--- src/shared/mii_defines.svh ---
// Purpose: named constants of the msi/intx interrupt request block
// Assumes: included by bare name wherever a figure is needed
// Notes:   definitions only
`ifndef MII_DEFINES_SVH
`define MII_DEFINES_SVH

// register map of the core end, byte addresses on the software port
`define MII_ADDR_CSR        8'h00
`define MII_ADDR_BASE       8'h04
`define MII_ADDR_STATUS     8'h08
`define MII_ADDR_MASK       8'h0C

// msi control/status field layout
`define MII_CSR_EN          0
`define MII_CSR_MMC_LO      1
`define MII_CSR_MME_LO      4
`define MII_CSR_ADDR64      7
`define MII_CSR_VMASK       8

// capabilities and reset values of the control/status field
`define MII_CAP_VMASK       1'h0
`define MII_CAP_ADDR64      1'h1
`define MII_MMC_REQ         3'h5
`define MII_MME_RST         3'h0
`define MII_MME_MAX         3'h5
`define MII_BASE_RST        16'h0000

// interrupt status bits
`define MII_IRQ_MSI_SENT    0
`define MII_IRQ_INTX_SENT   1
`define MII_IRQ_MSI_DROP    2
`define MII_IRQ_SYS_ERR     3

// message kinds, fixed traffic class and grant codes
`define MII_KIND_MSI        2'h0
`define MII_KIND_INTX_ASSRT 2'h1
`define MII_KIND_INTX_DEASS 2'h2
`define MII_TC_ZERO         3'h0
`define MII_VEC_ALL         3'h5
`define MII_VEC_FOUR        3'h2

`endif

--- src/shared/mii_pkg.sv ---
// Purpose: types and shared arithmetic of the interrupt request block
// Assumes: mii_defines.svh on the include path
// Notes:   no state here
`default_nettype none
`include "mii_defines.svh"

package mii_pkg;

  // core end sequencer, one-hot
  typedef enum logic [2:0] {
    MII_CORE_IDLE = 3'h1,
    MII_CORE_SEND = 3'h2,
    MII_CORE_DONE = 3'h4
  } mii_core_e;

  // application end sequencer, one-hot
  typedef enum logic [1:0] {
    MII_APP_IDLE = 2'h1,
    MII_APP_REQ  = 2'h2
  } mii_app_e;

  // highest vector index granted by a multiple message enable code
  function automatic logic [4:0] mii_vec_top(input logic [2:0] mme);
    logic [2:0] lim;
    lim = (mme > `MII_MME_MAX) ? `MII_MME_MAX : mme;
    mii_vec_top = 5'((6'h01 << lim) - 6'h01);
  endfunction

  // highest vector left to the application after event vectors
  function automatic logic [4:0] mii_app_top(input logic [2:0] mme, input logic share);
    logic [4:0] top;
    top = mii_vec_top(mme);
    if (mme == `MII_VEC_FOUR && share) begin
      mii_app_top = top - 5'h01;
    end else if (mme >= `MII_VEC_FOUR) begin
      mii_app_top = top - 5'h02;
    end else begin
      mii_app_top = top;
    end
  endfunction

endpackage

`default_nettype wire

--- src/shared/mii_if.sv ---
// Purpose: link between the core end and the application end
// Assumes: both ends on sys_clk
// Notes:   no clocking block; testbench joins the ends here
`timescale 1ns/100ps
`default_nettype none

interface mii_if;
  logic        msi_req;             // app asks for an msi
  logic        msi_ack;             // core accepted it, one cycle
  logic [2:0]  msi_traffic_class;   // tc of the app msi
  logic [4:0]  msi_vector;          // offset from base message data
  logic [4:0]  pm_vector;           // offset for hot plug / pm msi
  logic        int_status;          // level application interrupt
  logic [15:0] msi_control_status;  // msi control/status field

  modport core (input msi_req, msi_traffic_class, msi_vector, pm_vector, int_status,
                output msi_ack, msi_control_status);
  modport app  (output msi_req, msi_traffic_class, msi_vector, pm_vector, int_status,
                input msi_ack, msi_control_status);
endinterface

`default_nettype wire

--- src/hdl/mii_core.sv ---
// Purpose: core end of the msi/intx interrupt request path
// Assumes: app holds request and fields stable until acknowledge
// Notes:   one message outstanding at a time on the message port
// How it works
// - application raises request to get an msi
// - core pulses acknowledge once request accepted
// - 3-bit traffic class taken with each msi
// - offset added to base message data
// - bit 8 reports per-vector masking capability
// - bit 7 reports 64-bit address capability
// - bits 6:4 hold granted count, power of two
// - bits 3:1 advertise requested vector count
// - no msi while enable bit clear
// - separate offset for pm / hot plug msi
// - level status makes intx, kept internally
// - at most 32 vectors
// - application uses only allocated vectors
// - acknowledge at least one cycle after request
// - all 32: 31 error, 30 pm; here pm takes user_pm_vector, or vector 31 when share_event_vector is set
// - four: split or shared top vectors
// - error and pm msi use tc0
// - completion msi may reuse transfer tc
//
// Local design decisions: the address-and-strobe port and the register addresses.
`timescale 1ns/100ps
`default_nettype none
`include "mii_defines.svh"

module mii_core (
  // clock and reset
  input  wire logic        sys_clk,
  input  wire logic        rst,
  // link to the application end
  mii_if.core              lnk,
  // system events
  input  wire logic        sys_err_event,
  input  wire logic        pm_event,
  // outgoing message port
  output logic             msg_valid,
  input  wire logic        msg_ready,
  output logic [15:0]      msg_data,
  output logic [2:0]       msg_tc,
  output logic [1:0]       msg_kind,
  // software register port
  input  wire logic [7:0]  reg_addr,
  input  wire logic [31:0] reg_wdata,
  input  wire logic        reg_wr,
  input  wire logic        reg_rd,
  output logic [31:0]      reg_rdata,
  // interrupt
  output logic             irq
);

  // whole state of the core end
  typedef struct packed {
    mii_pkg::mii_core_e st;          // sequencer
    logic [15:0]        base_data;   // base message data
    logic               msi_en;      // msi enable
    logic [2:0]         mme;         // granted vector code
    logic [3:0]         irq_status;  // sticky events
    logic [3:0]         irq_mask;    // enables onto irq
    logic               syserr_pend; // error msi owed
    logic               pm_pend;     // pm msi owed
    logic               int_sent;    // intx state last signalled
    logic               int_level;   // internal interrupt status
    logic               from_app;    // message in flight is the app msi
    logic               ack;
    logic               msg_valid;
    logic [15:0]        msg_data;
    logic [2:0]         msg_tc;
    logic [1:0]         msg_kind;
    logic               irq;
    logic [31:0]        rdata;
  } mii_core_s;

  mii_core_s r;       // registered state
  mii_core_s next_r;  // next state

  logic [15:0] csr_word;  // assembled control/status field
  logic [3:0]  irq_set;   // events of this cycle
  logic [3:0]  irq_clr;   // write-one-to-clear bits

  // control/status field as software and the app see it
  always_comb begin
    csr_word = 16'h0000;
    csr_word[`MII_CSR_VMASK] = `MII_CAP_VMASK;
    csr_word[`MII_CSR_ADDR64] = `MII_CAP_ADDR64;
    csr_word[`MII_CSR_MME_LO +: 3] = r.mme;
    csr_word[`MII_CSR_MMC_LO +: 3] = `MII_MMC_REQ;
    csr_word[`MII_CSR_EN] = r.msi_en;
  end

  // next state: register port, event capture, message sequencer
  always_comb begin
    next_r = r;
    irq_set = 4'h0;
    irq_clr = 4'h0;
    next_r.ack = 1'b0;
    next_r.rdata = 32'h0000_0000;
    next_r.int_level = lnk.int_status;
    // software writes
    if (reg_wr) begin
      unique case (reg_addr)
        `MII_ADDR_CSR: begin
          next_r.msi_en = reg_wdata[`MII_CSR_EN];
          // reserved grant codes are ignored, keeping at most 32 vectors
          if (reg_wdata[`MII_CSR_MME_LO +: 3] <= `MII_MME_MAX) begin
            next_r.mme = reg_wdata[`MII_CSR_MME_LO +: 3];
          end
        end
        `MII_ADDR_BASE: begin
          next_r.base_data = reg_wdata[15:0];
        end
        `MII_ADDR_STATUS: begin
          irq_clr = reg_wdata[3:0];
        end
        `MII_ADDR_MASK: begin
          next_r.irq_mask = reg_wdata[3:0];
        end
        default: begin
          // unmapped writes are dropped
        end
      endcase
    end
    // software reads, data stand one cycle later only
    if (reg_rd) begin
      unique case (reg_addr)
        `MII_ADDR_CSR:    next_r.rdata = {16'h0000, csr_word};
        `MII_ADDR_BASE:   next_r.rdata = {16'h0000, r.base_data};
        `MII_ADDR_STATUS: next_r.rdata = {28'h000_0000, r.irq_status};
        `MII_ADDR_MASK:   next_r.rdata = {28'h000_0000, r.irq_mask};
        default:          next_r.rdata = 32'h0000_0000;
      endcase
    end
    // owed event messages, a new event wins over consumption below
    if (sys_err_event) begin
      irq_set[`MII_IRQ_SYS_ERR] = 1'b1;
    end
    // sequencer
    unique case (r.st)
      mii_pkg::MII_CORE_IDLE: begin
        if (r.syserr_pend && r.msi_en) begin
          // system error on the top granted vector
          next_r.syserr_pend = 1'b0;
          next_r.from_app = 1'b0;
          next_r.msg_kind = `MII_KIND_MSI;
          next_r.msg_data = r.base_data + {11'h000, mii_pkg::mii_vec_top(r.mme)};
          next_r.msg_tc = `MII_TC_ZERO;
          next_r.msg_valid = 1'b1;
          next_r.st = mii_pkg::MII_CORE_SEND;
        end else if (r.pm_pend && r.msi_en) begin
          next_r.pm_pend = 1'b0;
          next_r.from_app = 1'b0;
          next_r.msg_kind = `MII_KIND_MSI;
          next_r.msg_data = r.base_data
                          + {11'h000, lnk.pm_vector & mii_pkg::mii_vec_top(r.mme)};
          next_r.msg_tc = `MII_TC_ZERO;
          next_r.msg_valid = 1'b1;
          next_r.st = mii_pkg::MII_CORE_SEND;
        end else if (lnk.msi_req && r.msi_en) begin
          // request seen now, acknowledge comes two cycles later at least
          next_r.from_app = 1'b1;
          next_r.msg_kind = `MII_KIND_MSI;
          next_r.msg_data = r.base_data
                          + {11'h000, lnk.msi_vector & mii_pkg::mii_vec_top(r.mme)};
          next_r.msg_tc = lnk.msi_traffic_class;
          next_r.msg_valid = 1'b1;
          next_r.st = mii_pkg::MII_CORE_SEND;
        end else if (lnk.msi_req) begin
          // disabled: accept and drop so the app never hangs
          irq_set[`MII_IRQ_MSI_DROP] = 1'b1;
          next_r.ack = 1'b1;
          next_r.st = mii_pkg::MII_CORE_DONE;
        end else if (!r.msi_en && (r.int_level != r.int_sent)) begin
          // intx only while msi is off; always on tc0
          next_r.from_app = 1'b0;
          next_r.int_sent = r.int_level;
          next_r.msg_kind = r.int_level ? `MII_KIND_INTX_ASSRT : `MII_KIND_INTX_DEASS;
          next_r.msg_data = 16'h0000;
          next_r.msg_tc = `MII_TC_ZERO;
          next_r.msg_valid = 1'b1;
          next_r.st = mii_pkg::MII_CORE_SEND;
        end
        // events owed while msi is off are discarded
        if (!r.msi_en) begin
          next_r.syserr_pend = 1'b0;
          next_r.pm_pend = 1'b0;
        end
      end
      mii_pkg::MII_CORE_SEND: begin
        if (msg_ready) begin
          next_r.msg_valid = 1'b0;
          if (r.msg_kind == `MII_KIND_MSI) begin
            irq_set[`MII_IRQ_MSI_SENT] = 1'b1;
          end else begin
            irq_set[`MII_IRQ_INTX_SENT] = 1'b1;
          end
          next_r.ack = r.from_app;
          next_r.st = mii_pkg::MII_CORE_DONE;
        end
      end
      mii_pkg::MII_CORE_DONE: begin
        // one idle cycle lets the app drop its request
        next_r.st = mii_pkg::MII_CORE_IDLE;
      end
    endcase
    if (sys_err_event) begin
      next_r.syserr_pend = 1'b1;
    end
    if (pm_event) begin
      next_r.pm_pend = 1'b1;
    end
    // sticky status: set wins over clear
    next_r.irq_status = (r.irq_status & ~irq_clr) | irq_set;
    next_r.irq = |(next_r.irq_status & next_r.irq_mask);
  end

  // registers
  always_ff @(posedge sys_clk) begin
    if (rst) begin
      r <= '{st: mii_pkg::MII_CORE_IDLE, base_data: `MII_BASE_RST, mme: `MII_MME_RST,
             default: '0};
    end else begin
      r <= next_r;
    end
  end

  // outputs straight from flops
  assign lnk.msi_ack = r.ack;
  assign lnk.msi_control_status = csr_word;
  assign msg_valid = r.msg_valid;
  assign msg_data = r.msg_data;
  assign msg_tc = r.msg_tc;
  assign msg_kind = r.msg_kind;
  assign reg_rdata = r.rdata;
  assign irq = r.irq;

endmodule

`default_nettype wire

--- src/flat_wrapper.sv ---
// flat-port wrapper written by rule: the top's interface ports become plain ports
module mii_core_flat 
  (sys_clk, rst, sys_err_event, pm_event, msg_valid, msg_ready, msg_data, msg_tc, msg_kind, reg_addr, reg_wdata, reg_wr, reg_rd, reg_rdata, irq, lnk_msi_req, lnk_msi_traffic_class, lnk_msi_vector, lnk_pm_vector, lnk_int_status, lnk_msi_ack, lnk_msi_control_status);
  mii_if lnk_i ();
  input  wire logic sys_clk;
  input  wire logic rst;
  input  wire logic sys_err_event;
  input  wire logic pm_event;
  output logic msg_valid;
  input  wire logic msg_ready;
  output logic [15:0] msg_data;
  output logic [2:0] msg_tc;
  output logic [1:0] msg_kind;
  input  wire logic [7:0] reg_addr;
  input  wire logic [31:0] reg_wdata;
  input  wire logic reg_wr;
  input  wire logic reg_rd;
  output logic [31:0] reg_rdata;
  output logic irq;
  input wire logic [$bits(lnk_i.msi_req)-1:0] lnk_msi_req;
  input wire logic [$bits(lnk_i.msi_traffic_class)-1:0] lnk_msi_traffic_class;
  input wire logic [$bits(lnk_i.msi_vector)-1:0] lnk_msi_vector;
  input wire logic [$bits(lnk_i.pm_vector)-1:0] lnk_pm_vector;
  input wire logic [$bits(lnk_i.int_status)-1:0] lnk_int_status;
  output wire logic [$bits(lnk_i.msi_ack)-1:0] lnk_msi_ack;
  output wire logic [$bits(lnk_i.msi_control_status)-1:0] lnk_msi_control_status;
  assign lnk_i.msi_req = lnk_msi_req;
  assign lnk_i.msi_traffic_class = lnk_msi_traffic_class;
  assign lnk_i.msi_vector = lnk_msi_vector;
  assign lnk_i.pm_vector = lnk_pm_vector;
  assign lnk_i.int_status = lnk_int_status;
  assign lnk_msi_ack = lnk_i.msi_ack;
  assign lnk_msi_control_status = lnk_i.msi_control_status;
  mii_core u_core (.sys_clk(sys_clk), .rst(rst), .lnk(lnk_i), .sys_err_event(sys_err_event), .pm_event(pm_event), .msg_valid(msg_valid), .msg_ready(msg_ready), .msg_data(msg_data), .msg_tc(msg_tc), .msg_kind(msg_kind), .reg_addr(reg_addr), .reg_wdata(reg_wdata), .reg_wr(reg_wr), .reg_rd(reg_rd), .reg_rdata(reg_rdata), .irq(irq));
endmodule
--- config.mk ---
export PLATFORM = sky130hd
export DESIGN_NAME = mii_core_flat
export DESIGN_NICKNAME = d
export VERILOG_FILES = /design/src/shared/mii_pkg.sv /design/src/shared/mii_if.sv /design/src/hdl/mii_core.sv /design/src/flat_wrapper.sv
export VERILOG_INCLUDE_DIRS = /design/src /design/src/shared
export SDC_FILE = /design/constraint.sdc
export NUM_CORES = 1
export LEC_CHECK = 0
export BUFFER_PORTS_ARGS = -buffer_cell sky130_fd_sc_hd__buf_4
export CORE_UTILIZATION = 58
export DETAILED_ROUTE_END_ITERATION = 7
export PLACE_DENSITY = 0.87
export SKIP_CTS_REPAIR_TIMING = 1
export SLEW_MARGIN = 20
export SYNTH_ARGS = -nofsm -noshare
export SYNTH_HDL_FRONTEND = slang
export SYNTH_SLANG_ARGS = --single-unit
--- constraint.sdc ---
create_clock -name sys_clk -period 8.5 [get_ports sys_clk]
set_clock_uncertainty 0.2 [all_clocks]
set_input_delay 1.275 -clock sys_clk [delete_from_list [all_inputs] [get_ports sys_clk]]
set_output_delay 1.275 -clock sys_clk [all_outputs]
set_load 0.05 [all_outputs]
Word level (Yosys, flattened, before mapping)
Index checks and enable logic that the tools add are counted.

Bits in registers: 92. Output and inout port bits: 72.

Order comparisons: 2. Add/subtract/negate cells: 4. Bitwise logic cells: 11. Equal/unequal tests: 15. Mux-type cells: 47. Reductions and logical operators: 22. Shifts and indexed selects: 1.

Operators by type and width (number): $mux W22 (5); $pmux W16 S4 (1); $add A16 B5 Y16 (3); $mux W3 (8); $mux W1 (21); $eq A8 B4 Y1 const B (2); $mux W4 (4); $mux W2 (6); $and A5 B5 Y5 (2); $ne A3 B3 Y1 const B (3); $pmux W3 S3 (1); $reduce_and A3 Y1 (3); $and A4 B4 Y4 (2); $eq A8 B3 Y1 const B (1); $logic_not A8 Y1 (1); $reduce_and A2 Y1 (4); $ne A6 B2 Y1 const B (1); $reduce_and A6 Y1 (1); $reduce_bool A2 Y1 (3); $ne A5 B1 Y1 const B (1); $ne A5 B2 Y1 const B (1); $not A1 Y1 (5); $shl A1 B3 Y5 const A (1); $sub A5 B1 Y5 const B (1); 18 further kinds (21).

Longest topological paths before layout
Gate-level depths: netlist of run 1.

Depth after elaboration: 10. Depth in mapped cells: 12. Depth with buffers taken out: 11.

Least setup slack after synthesis of run 1
Ideal clock, no wire load.

Kind: input to register. Start: in lnk_pm_vector[0]. End: reg u_core.r (netlist bit u_core.msg_data[6]). Path buffers: 0. Stages on the path: 9. Path slack: 5.174 ns. Arrival: 3.040 ns. Data required time: 8.214 ns. Cells stage by stage: and2_1 > ha_1 > fa_1 > a21o_1 > nand4_1 > nand2_1 > o221a_2 > a211o_1 > a211oi_1.

Longest elaborated chain between the ends: 4.

Ends and longest elaborated chain: start: declaration (line flat_wrapper.sv:23) `input wire logic [$bits(lnk_i.pm_vector)-1:0] lnk_pm_vector;`; $and A5 B5 Y5 (line mii_core.sv:156) `+ {11'h000, lnk.pm_vector & mii_pkg::mii_vec_top(r.mme)};`; $add A16 B5 Y16 (line mii_core.sv:156); $mux W22 (line mii_core.sv:151) `end else if (r.pm_pend && r.msi_en) begin`; $mux W22 (line mii_core.sv:142) `if (r.syserr_pend && r.msi_en) begin`; end signal: assignment (line mii_core.sv:221) `` r <= '{st: mii_pkg::MII_CORE_IDLE, base_data: `MII_BASE_RST, mme: `MII_MME_RST, ``; end signal: assignment (line mii_core.sv:224) `r <= next_r;`; end: declaration (line mii_core.sv:76) `mii_core_s r;`.

No other way between the ends. A chain may end at the register's enable or synchronous reset.

Final worst setup path of run 1
Start: in lnk_msi_vector[1]. End: reg u_core.r (netlist bit u_core.msg_data[7]).

Longest elaborated chain between the ends: 5.

Ends and longest elaborated chain: start: declaration (line flat_wrapper.sv:22) `input wire logic [$bits(lnk_i.msi_vector)-1:0] lnk_msi_vector;`; $and A5 B5 Y5 (line mii_core.sv:165) `+ {11'h000, lnk.msi_vector & mii_pkg::mii_vec_top(r.mme)};`; $add A16 B5 Y16 (line mii_core.sv:165); $mux W22 (line mii_core.sv:160) `end else if (lnk.msi_req && r.msi_en) begin`; $mux W22 (line mii_core.sv:151); $mux W22 (line mii_core.sv:142).

No other way between the ends.

==> metrics.md, run 1 <==
| Metric | Value |
|---|---|
| Maximum number of buffers from clock root to sink | 2 |
| Number of setup violations in the final report | 0 |
| First-pass GRT wire length | around 19 mm |
| Final critical delay including setup and external delays | 3.43 ns |
| Period utilisation layout | roughly two fifths |
| Total standard cell area after synthesis | slightly below 5000 um2 |
| Yosys warns | 0 |
| Clock root buffer master | sky130_fd_sc_hd__clkbuf_8 |
| Layout Utilization | around 66% |
| Clock-pin slew of the registers on the worst-case setup and hold paths | 0.09 ns |
| Pwr per Cell Area | 148 nW/um2 |
| Most used routing layer in global routing | met2 |
| Pre-antenna DRT Iters | 5 |
| Die extent in y | 94.6 um |
| Placeable Area | between 8000 and 9000 um2 |
| Highest cell delay on the worst timing path | about 0.44 ns |
| Starting density of the core | 60.2% |
| Starting DRC count in detailed routing | 276 |
| Total number of placement rows | 33 |
| Total of buffers placed on input and output ports | 89 |
| RSZ-0062 raised after global routing | no |
| Final non-filler cell area | roughly 5500 um2 |
| Deepest level of the CTS H-tree | 3 |
| Cell family contributing the most delay on the critical path | compound AO/OA/AOI/OAI gates |
| Worst VDD drop | ~0.15 mV |
| Endpoint, Worst Hold | u_core.msg_tc[2] |
| End of the worst register-to-register path | u_core.msg_data[7] |
| Area enclosed by the die boundary | around 8900 um2 |
| Number of global-route vias before repair | approximately 4100 |
| Post-DR wirelength/cell | between 15 and 20 um |
| Required @ worst endpoint | roughly 8.5 ns |
| Setup slack of the worst register-to-register path | 5.29 ns |
| Total GRT Usage | between 20 and 30% |
| Hold/Removal Path Class | reg2reg |
| Cell breakdown of the critical path | buf_4, nand2_1, inv_1, ha_1, a211oi_1, o21ai_1, o21a_1, a22o_1, a221oi_1, a211oi_1 |
| Final wirelength | 12.2 mm |
| Number of cells traversed by the worst hold path | 2 |
| Fraction of layout instances using a drive strength above 1 | roughly a fifth |
| Number of clock buffers inserted by TritonCTS | 9 |
| Count of max-cap constraint violations | 0 |
| Critical path fanouts, max | 6 |
| Vias | approximately 4400 |
| Cell with the biggest individual delay on the critical path | sky130_fd_sc_hd__a221oi_1 |
| Commonest non-fill, non-tap cell in the layout | sky130_fd_sc_hd__buf_4 |
| Post-place instance area | 5210 um2 |
| EDFF count, synth | 0 |
| # DRC | 0 |
| Fillcell total | between 600 and 700 |
| CTS tree | built |
| Number of vias per cell after detailed routing | 5.88 |
| Kind of start point of the critical path | input port |
| Max Freq | between 200 and 300 MHz |
| Gate count after technology mapping | 607 |
| Horizontal extent of the die | between 90 and 100 um |
| Setup total negative slack | 0 ns |
| Number of slew-limit violations in the final report | 0 |
| Count of state elements after synthesis | 76 |
| Top cell type's share of synthesized area | between 30% and 40% |
| DP Wirelength | a little under 9 mm |
| Crit end category | flip-flop |
| Pin count of the biggest net entering global routing | 62 |
| Commonest non-fill, non-tap cells in the layout | sky130_fd_sc_hd__buf_4 (90), sky130_fd_sc_hd__dfxtp_1 (76), sky130_fd_sc_hd__nor2_1 (65) |
| Hold Crit Start | u_core.msg_tc[2] |
| Launch instance of the worst register-to-register path | u_core.lnk.msi_control_status[6] |
| Slew at the pin closest to its max-slew limit | approximately 1.1 ns |
| Post-DRT Antenna Nets | 0 |
| Sequential fraction of the synthesis area | between 30% and 40% |
| Synth Flop Type | sky130_fd_sc_hd__dfxtp_1 |
| Worst relative slew slack | 26.5% |
| Leakage power figure | roughly 2.4 nW |
| Async S/R FF share, synth | 0% |
| Worst r2r path cells | 11 |
| Final number of hold-violating endpoints | 0 |
| Remaining Overflow, GRT | 0 |
| Met2 capacity usage during global routing | between 40 and 50% |
| Count of clock tree sinks | 76 |
| Met3 Resource Use GR | 5.64% |
| Number of antenna repair diodes | 0 |
| Clk_lat worst skew | around 0.35 ns |
| Critical path's most frequent cell | sky130_fd_sc_hd__a211oi_1 |
| Data arrival time of the critical path | 3.45 ns |
| Routability-driven placement congestion ratio | 0.871 |
| Initial antenna violation count | 0 |
| Cell types occupying the most area after synthesis | sky130_fd_sc_hd__dfxtp_1 (31%), sky130_fd_sc_hd__buf_4 (11%), sky130_fd_sc_hd__mux2i_1 (5.8%), sky130_fd_sc_hd__nor2_1 (4.9%), sky130_fd_sc_hd__a21oi_1 (4.3%) |
| Post-Synthesis Mean Instance Area | roughly 8.2 um2 |
| Run status | completed |
| Synth cell types | between 60 and 70 |
| Layout Area Growth over Synthesis | 9.84% |
| Routing usage on met1 | 36.2% |
| Bufs and invs on worst path | 2 |
| Post-synth top area cell | sky130_fd_sc_hd__dfxtp_1 |
| Final net count | between 700 and 800 |
| Boundary Pins | between 100 and 150 |
| Final total power | roughly 0.81 mW |
| Type of the worst setup path | in2reg |
-- synthesized netlist by cell type, types with 11 or more instances --
| cell type | number |
|---|---|
| sky130_fd_sc_hd__ha_1 | 15 |
| sky130_fd_sc_hd__mux2i_1 | 29 |
| sky130_fd_sc_hd__a21o_1 | 11 |
| sky130_fd_sc_hd__a21oi_1 | 43 |
| sky130_fd_sc_hd__buf_4 | 72 |
| sky130_fd_sc_hd__nand2_1 | 54 |
| sky130_fd_sc_hd__inv_1 | 13 |
| sky130_fd_sc_hd__nor2_1 | 65 |
| sky130_fd_sc_hd__clkbuf_1 | 19 |
| sky130_fd_sc_hd__and2_1 | 18 |
| sky130_fd_sc_hd__nand3_1 | 14 |
| sky130_fd_sc_hd__a211oi_1 | 12 |
| sky130_fd_sc_hd__dfxtp_1 | 76 |
-- metrics by stage --
step / cells / setup WS, ns / hold slack, ns
6_report: 741 / 5.07 / 0.263
2_1_floorplan: 633 / 5.17 / 0.232
3_3_place_gp: 725 / 4.77 / 0.241
5_1_grt: 741 / 4.97 / 0.290
3_5_place_dp: 725 / 4.78 / 0.253
4_1_cts: 741 / 5.16 / 0.266
-- area by class of cell --
| class | count | area, um2 | area share, % |
|---|---|---|---|
| clock buffer | 12 | 155 | 2.84 |
| clock inverter | 4 | 95.1 | 1.74 |
| inverter | 13 | 48.8 | 0.893 |
| multi-input combinational | 441 | 2830 | 51.9 |
| sequential | 76 | 1520 | 27.9 |
| tap | 105 | 131 | 2.41 |
| timing repair buffer | 90 | 676 | 12.4 |
-- cells by family after synthesis --
logic type | after synthesis | share of synthesized area [%]
xor gates and xnor gates | 19 | 3.35
DFF | 76 | 30.6
adders and majority gates | 18 | 4.98
other | 2 | 0.151
buffers and inverters | 116 | 14.4
and+or+nand+nor | 205 | 20.6
muxes | 30 | 6.29
AOI/OAI and AO/OA | 141 | 19.6
-- state kept, by name, indices dropped and copies added (netlist names) --
name,flops
u_core.msg_data,16
u_core.lnk.msi_control_status,4
u_core.msg_tc,3
u_core.msg_valid,1
u_core.msg_kind,2
u_core.lnk.msi_ack,1
u_core.irq,1
u_core.r,32
u_core.reg_rdata,16
-- worst min-delay path, stage by stage (launching register included) --
cell and delay (ns):
sky130_fd_sc_hd__dfxtp_1 0.32, sky130_fd_sc_hd__nand2_1 0.05, sky130_fd_sc_hd__a21oi_1 0.05
-- power by group --
group	total, mW	internal, mW	switching (mW)
combinational	0.0975	0.0309	0.0665
clock	0.342	0.211	0.132
sequential	0.370	0.363	0.00784
total	0.810	0.604	0.206
-- metal layers --
| layer | share of wire, % | routed length, um |
|---|---|---|
| met3 | 8.0 | 980 |
| met1 | 42 | 5130 |
| met5 | 0 | 0 |
| met4 | 2.6 | 314 |
| met2 | 47 | 5760 |
-- worst max-delay path by stage --
stage	startpoint	endpoint	slack, ns	depth (start not counted)
after detailed placement	lnk_msi_vector[1]	u_core.msg_data[7]	4.78	10
after floorplan	lnk_pm_vector[0]	u_core.msg_data[6]	5.17	9
after global routing	lnk_msi_vector[1]	u_core.msg_data[7]	4.97	10
after global placement	lnk_msi_vector[1]	u_core.msg_data[7]	4.77	10
after CTS	lnk_msi_vector[1]	u_core.msg_data[7]	5.16	10
final	lnk_msi_vector[1]	u_core.msg_data[7]	5.07	10
(Power assumes the default switching activity.)
==> inputs of run 2 (changes only) <==
CORE_UTILIZATION = 48   (was 58)
PLACE_DENSITY = 0.77   (was 0.87)
clock period = 3.1 ns   (was 8.5 ns; I/O delays follow)
==> run 2 against run 1 <==
Effect of this change:
- combinational power increased to 2.8 times the previous value
- core utilization fell by 10 points
- die area grew 20%
- first-iteration DRC count rose by 20%
- hold slack got worse by 0.14 ns
- worst setup slack worse by 4.9 ns
- clock power up 110%
- sequential cell count is the same
- clock-buffer cell count is 3 higher
==> metrics.md, run 2 (synthesis results as in run 1) <==
| Metric | Value |
|---|---|
| Layout Utilization | 56.1% |
| Number of slew-limit violations in the final report | 0 |
| Required @ worst endpoint | about 3.2 ns |
| Clock network fraction of design power | a little over a third |
| Boundary Pins | between 100 and 150 |
| First-pass GRT wire length | a little over 20 mm |
| Post-DRT Antenna Nets | 0 |
| Maximum number of buffers from clock root to sink | 2 |
| Number of setup violations in the final report | 0 |
| Number of clock buffers inserted by TritonCTS | 9 |
| Clock root buffer master | sky130_fd_sc_hd__clkbuf_8 |
| Commonest non-fill, non-tap cells in the layout | sky130_fd_sc_hd__buf_4 (103), sky130_fd_sc_hd__dfxtp_1 (74), sky130_fd_sc_hd__nor2_1 (64) |
| Final wirelength | around 13 mm |
| Met2 wire length | between 5 and 6 mm |
| Final critical delay including setup and external delays | approximately 2.9 ns |
| Horizontal extent of the die | 104 um |
| Worst VDD drop | just over 0.3 mV |
| Pre-antenna DRT Iters | 5 |
| RSZ-0062 raised after global routing | yes |
| Met1 WL | between 5 and 6 mm |
| Final cell count without fillers | approximately 780 |
| Post-DR wirelength/cell | 16.1 um |
| Remaining Overflow, GRT | 0 |
| Count of clock tree sinks | 76 |
| Final number of hold-violating endpoints | 0 |
| Combinational share of power | 13.6% |
| Data arrival time of the critical path | approximately 3 ns |
| Placeable Area | 9910 um2 |
| Worst hold slack across all endpoints | 0.123 ns |
| DP Wirelength | slightly above 9 mm |
| Net Sw Power | 0.565 mW |
| Fraction of layout instances using a drive strength above 1 | a little over a fifth |
| Number of global-route vias before repair | approximately 4100 |
| Cells after DPL | about 770 |
| Max reg flops | 32 |
| Deepest level of the CTS H-tree | 3 |
| Count of max-cap constraint violations | 0 |
| Run status | completed |
| Total of buffers placed on input and output ports | ~90 |
| Launch instance of the worst register-to-register path | u_core.lnk.msi_control_status[5] |
| Critical path fanouts, max | 7 |
| Total area of sequential cells | approximately 1500 um2 |
| Fraction of power spent switching nets | about 28% |
| Total number of placement rows | 36 |
| Total GRT Usage | 23.9% |
| Layout Area Growth over Synthesis | 11.7% |
| Sequential group share of total power | about half |
| Vias | 4404 |
| Final net count | a little over 700 |
| Starting density of the core | approximately 50% |
| Slew at the pin closest to its max-slew limit | 0.766 ns |
| Total met3 wirelength after detailed routing | 957 um |
| Area used by multi-input combinational logic | 2860 um2 |
| Pin count of the biggest net entering global routing | 35 |
| Area enclosed by the die boundary | 10800 um2 |
| Worst r2r path cells | 10 |
| Endpoint, Worst Hold | u_core.r[57] |
| Hold/Removal Path Class | in2reg |
| Period utilisation layout | ~95% |
| Clk_lat worst skew | approximately 0.35 ns |
| Number of vias per cell after detailed routing | about 5.6 |
| Pwr per Cell Area | between 300 and 400 nW/um2 |
| End of the worst register-to-register path | u_core.msg_data[6] |
| Topmost layer with routed signal wires | met4 |
| Initial antenna violation count | 0 |
| Clock-pin slew of the registers on the worst-case setup and hold paths | 0.08 ns |
| Worst relative slew slack | roughly 49% |
| Routability-driven placement congestion ratio | approximately 0.92 |
| Fillcell total | 900 |
| CTS tree | built |
| Die extent in y | about 100 um |
| Post-place instance area | between 5000 and 6000 um2 |
| Starting DRC count in detailed routing | 332 |
| Crit end category | flip-flop |
| Commonest non-fill, non-tap cell in the layout | sky130_fd_sc_hd__buf_4 |
| Max Freq | about 340 MHz |
| Number of cells traversed by the worst hold path | 2 |
| Leakage power figure | roughly 2.5 nW |
| Number of antenna repair diodes | 0 |
| Register bank with the most flops | u_core.r |
| Internal | ~1.4 mW |
| Setup slack of the worst register-to-register path | 0.16 ns |
| Final non-filler cell area | about 5600 um2 |
| Type of the worst setup path | reg2reg |
| # DRC | 0 |
| Hold Crit Start | lnk_int_status |
| Kind of start point of the critical path | flip-flop |
-- run 2: cell count changes in the layout (fill, tap and decap cells not counted), sizes merged --
cell	before	now
buf	90	103
bufinv	3	0
clkbuf	12	15
-- run 2: layer usage --
| metal | track usage [%] | up-vias |
|---|---|---|
| li1 | - | 2114 |
| met1 | 30.7 | 2056 |
| met2 | 39.5 | 208 |
| met3 | 4.47 | 26 |
| met4 | 9.18 | 0 |
| met5 | 0 | - |
-- run 2: critical path: stages (launching register included) --
cell and delay, ns:
sky130_fd_sc_hd__dfxtp_2 0.36, sky130_fd_sc_hd__or3_1 0.38, sky130_fd_sc_hd__and2_1 0.17, sky130_fd_sc_hd__ha_1 0.22
sky130_fd_sc_hd__fa_2 0.36, sky130_fd_sc_hd__a21o_1 0.18, sky130_fd_sc_hd__nand4_1 0.14, sky130_fd_sc_hd__nand2_2 0.10
sky130_fd_sc_hd__o221a_2 0.28, sky130_fd_sc_hd__a211o_1 0.27, sky130_fd_sc_hd__a211oi_1 0.20
-- run 2: stage by stage --
| step | TNS (ns) | setup WS, ns | power (mW) |
|---|---|---|---|
| floorplan | 0 | 0.224 | 1.26 |
| global placement | 0 | 0.101 | 1.30 |
| detailed placement | 0 | 0.0977 | 1.31 |
| CTS | 0 | 0.0643 | 2.02 |
| global route | -0.00133 | -0.00133 | 2.07 |
| finish | 0 | 0.156 | 2.00 |
-- run 2: worst max-delay path by stage --
stage	start	endpoint	slack [ns]	depth (start not counted)
CTS	u_core.lnk.msi_control_status[5]	u_core.msg_data[6]	0.06	10
finish	u_core.lnk.msi_control_status[5]	u_core.msg_data[6]	0.16	10
global placement	u_core.lnk.msi_control_status[5]	u_core.msg_data[12]	0.10	10
global route	u_core.lnk.msi_control_status[5]	u_core.msg_data[4]	-0.001	11
floorplan	u_core.lnk.msi_control_status[6]	u_core.msg_data[6]	0.22	11
detailed placement	u_core.lnk.msi_control_status[5]	u_core.msg_data[12]	0.1	10
-- run 2: area by class of cell --
class | count | share of cell area (%)
multi-input combinational | 441 | 51.5
sequential | 76 | 27.4
timing repair buffer | 103 | 13.9
clock buffer | 15 | 3.18
tap | 133 | 3.00
inverter | 13 | 0.878
clock inverter | 1 | 0.0901
-- run 2: power groups by stage --
| stage | registers, mW | logic (mW) | clock network, mW |
|---|---|---|---|
| 6_report | 1.02 | 0.272 | 0.716 |
| 5_1_grt | 1.02 | 0.289 | 0.767 |
| 4_1_cts | 1.02 | 0.270 | 0.731 |
| 3_5_place_dp | 1.04 | 0.269 | 0 |
| 3_3_place_gp | 1.04 | 0.265 | 0 |
| 2_1_floorplan | 1.03 | 0.227 | 0 |
==> inputs of run 3 (changes only) <==
REMOVE_ABC_BUFFERS = 1   (was default)
==> run 3 against run 2 <==
Effect of this change:
- first-iteration DRC count down 30%
- critical path depth unchanged
- via count down 1.1%
- register-to-register slack about the same
- cell area up 0.61%
- core utilization up 0.34 points
- wire length down 0.32%
- worst setup slack worse by 0.012 ns
- hold slack better by 0.0066 ns
- non-clock buffer count down 1
- combinational power about the same
- critical endpoint unchanged
- highest routed layer unchanged
==> metrics.md, run 3 (synthesis results as in run 1) <==
| Metric | Value |
|---|---|
| Run status | completed |
| Required @ worst endpoint | about 3.2 ns |
| Routability-driven placement congestion ratio | about 0.9 |
| Worst r2r path cells | 10 |
| Highest cell delay on the worst timing path | 0.40 ns |
| Horizontal extent of the die | between 100 and 150 um |
| Count of clock tree sinks | 76 |
| Deepest level of the CTS H-tree | 3 |
| Number of slew-limit violations in the final report | 0 |
| Final critical delay including setup and external delays | approximately 3 ns |
| Layout Area Growth over Synthesis | 12.4% |
| Post-layout worst setup margin | 0.144 ns |
| Worst slack after detailed placement | roughly 0.15 ns |
| Number of antenna repair diodes | 0 |
| Boundary Pins | 134 |
| Critical path fanouts, max | 4 |
| Kind of start point of the critical path | flip-flop |
| Total number of placement rows | 36 |
| Initial antenna violation count | 0 |
| Pre-antenna DRT Iters | 5 |
| Worst hold slack across all endpoints | 0.130 ns |
| Max Freq | 338 MHz |
| Launch instance of the worst register-to-register path | u_core.lnk.msi_control_status[5] |
| Pwr per Cell Area | 400 nW/um2 |
| Commonest non-fill, non-tap cells in the layout | sky130_fd_sc_hd__buf_4 (102), sky130_fd_sc_hd__dfxtp_1 (76), sky130_fd_sc_hd__nor2_1 (64) |
| Count of max-cap constraint violations | 0 |
| Leakage power figure | approximately 2.5 nW |
| Worst relative slew slack | a little over half |
| Placeable Area | 9910 um2 |
| Cell breakdown of the critical path | or3_1, and2_1, ha_1, fa_2, a21o_1, nand4_1, nand2_1, o221a_2, a211o_1, a211oi_1 |
| Register bank with the most flops | u_core.r |
| Post-DRT Antenna Nets | 0 |
| Hold Crit Start | pm_event |
| Post-DR wirelength/cell | between 15 and 20 um |
| Commonest non-fill, non-tap cell in the layout | sky130_fd_sc_hd__buf_4 |
| Endpoint, Worst Hold | u_core.r[59] |
| Total of buffers placed on input and output ports | 89 |
| Clock root buffer master | sky130_fd_sc_hd__clkbuf_8 |
| Fraction of layout instances using a drive strength above 1 | 20.8% |
| Max reg flops | 32 |
| Cell with the biggest individual delay on the critical path | sky130_fd_sc_hd__or3_1 |
| Remaining Overflow, GRT | 0 |
| Area enclosed by the die boundary | about 11000 um2 |
| Number of clock buffers inserted by TritonCTS | 9 |
| Vias | around 4400 |
| Number of global-route vias before repair | 4214 |
| Clk_lat worst skew | approximately 0.36 ns |
| Die extent in y | between 100 and 150 um |
| CTS tree | built |
| Type of the worst setup path | reg2reg |
| Period utilisation layout | a little over nine tenths |
| Number of setup violations in the final report | 0 |
| Layout Utilization | between 50% and 60% |
| First-pass GRT wire length | roughly 20 mm |
| Worst VDD drop | between 0.2 and 0.25 mV |
| Number of cells traversed by the worst hold path | 3 |
| Slew at the pin closest to its max-slew limit | 0.709 ns |
| DP Wirelength | approximately 9.3 mm |
| Final wirelength | about 13 mm |
| Maximum number of buffers from clock root to sink | 2 |
| Starting DRC count in detailed routing | around 230 |
| RSZ-0062 raised after global routing | no |
| Hold/Removal Path Class | in2reg |
| # DRC | 0 |
| Starting density of the core | roughly half |
| Setup slack of the worst register-to-register path | approximately 0.14 ns |
| Clock-pin slew of the registers on the worst-case setup and hold paths | ~0.09 ns |
| Data arrival time of the critical path | around 3.0 ns |
| End of the worst register-to-register path | u_core.msg_data[6] |
| Total GRT Usage | a little under a quarter |
| Number of vias per cell after detailed routing | roughly 5.6 |
| Final number of hold-violating endpoints | 0 |
| Final net count | between 700 and 800 |
| Crit end category | flip-flop |
| Pin count of the biggest net entering global routing | 40 |
[run 3: final cells by class]
cell class	count	area (um2)
clock buffers	9	124
clock inverters	7	124
fillers	949	4320
inverters	13	48.8
multi-input cells	441	2840
flip-flops and latches	76	1520
well taps	133	166
repair buffers	102	766
[run 3: critical path, delay by kind of cell (launching register included)]
kind / cells / cell delay (ns)
simple gates: 4 / 0.84
fa+ha+maj: 2 / 0.59
flops: 1 / 0.35
compound gates: 4 / 0.92
[run 3: worst max-delay path by stage]
| stage | start | to | slack, ns | depth (start not counted) |
|---|---|---|---|---|
| floorplan | u_core.lnk.msi_control_status[0] | u_core.msg_data[11] | -0.01 | 5 |
| global placement | u_core.lnk.msi_control_status[4] | u_core.msg_data[6] | 0.15 | 10 |
| detailed placement | u_core.lnk.msi_control_status[4] | u_core.msg_data[6] | 0.15 | 10 |
| CTS | u_core.lnk.msi_control_status[4] | u_core.msg_data[6] | 0.1 | 10 |
| global route | u_core.lnk.msi_control_status[5] | u_core.msg_data[8] | 0.007 | 11 |
| finish | u_core.lnk.msi_control_status[5] | u_core.msg_data[6] | 0.14 | 10 |
[run 3: stage by stage]
stage | setup TNS, ns | cells | area (um2) | total power [mW]
6_report | 0 | 781 | 5590 | 2.24
3_3_place_gp | 0 | 765 | 5340 | 1.30
5_1_grt | 0 | 781 | 5590 | 2.31
4_1_cts | 0 | 781 | 5580 | 2.24
3_5_place_dp | 0 | 765 | 5340 | 1.31
2_1_floorplan | -0.0142 | 530 | 4400 | 1.20
[run 3: metal layers]
layer	global-route usage (%)	wire, um
met5	0	0
met4	9.90	270
met1	29.2	5530
met2	41.0	6150
met3	3.78	626
[run 3: power breakdown]
part,switching [mW],internal [mW],total [mW]
registers,0.0211,0.994,1.01
clock network,0.410,0.542,0.952
logic,0.184,0.0872,0.271
total,0.615,1.62,2.24
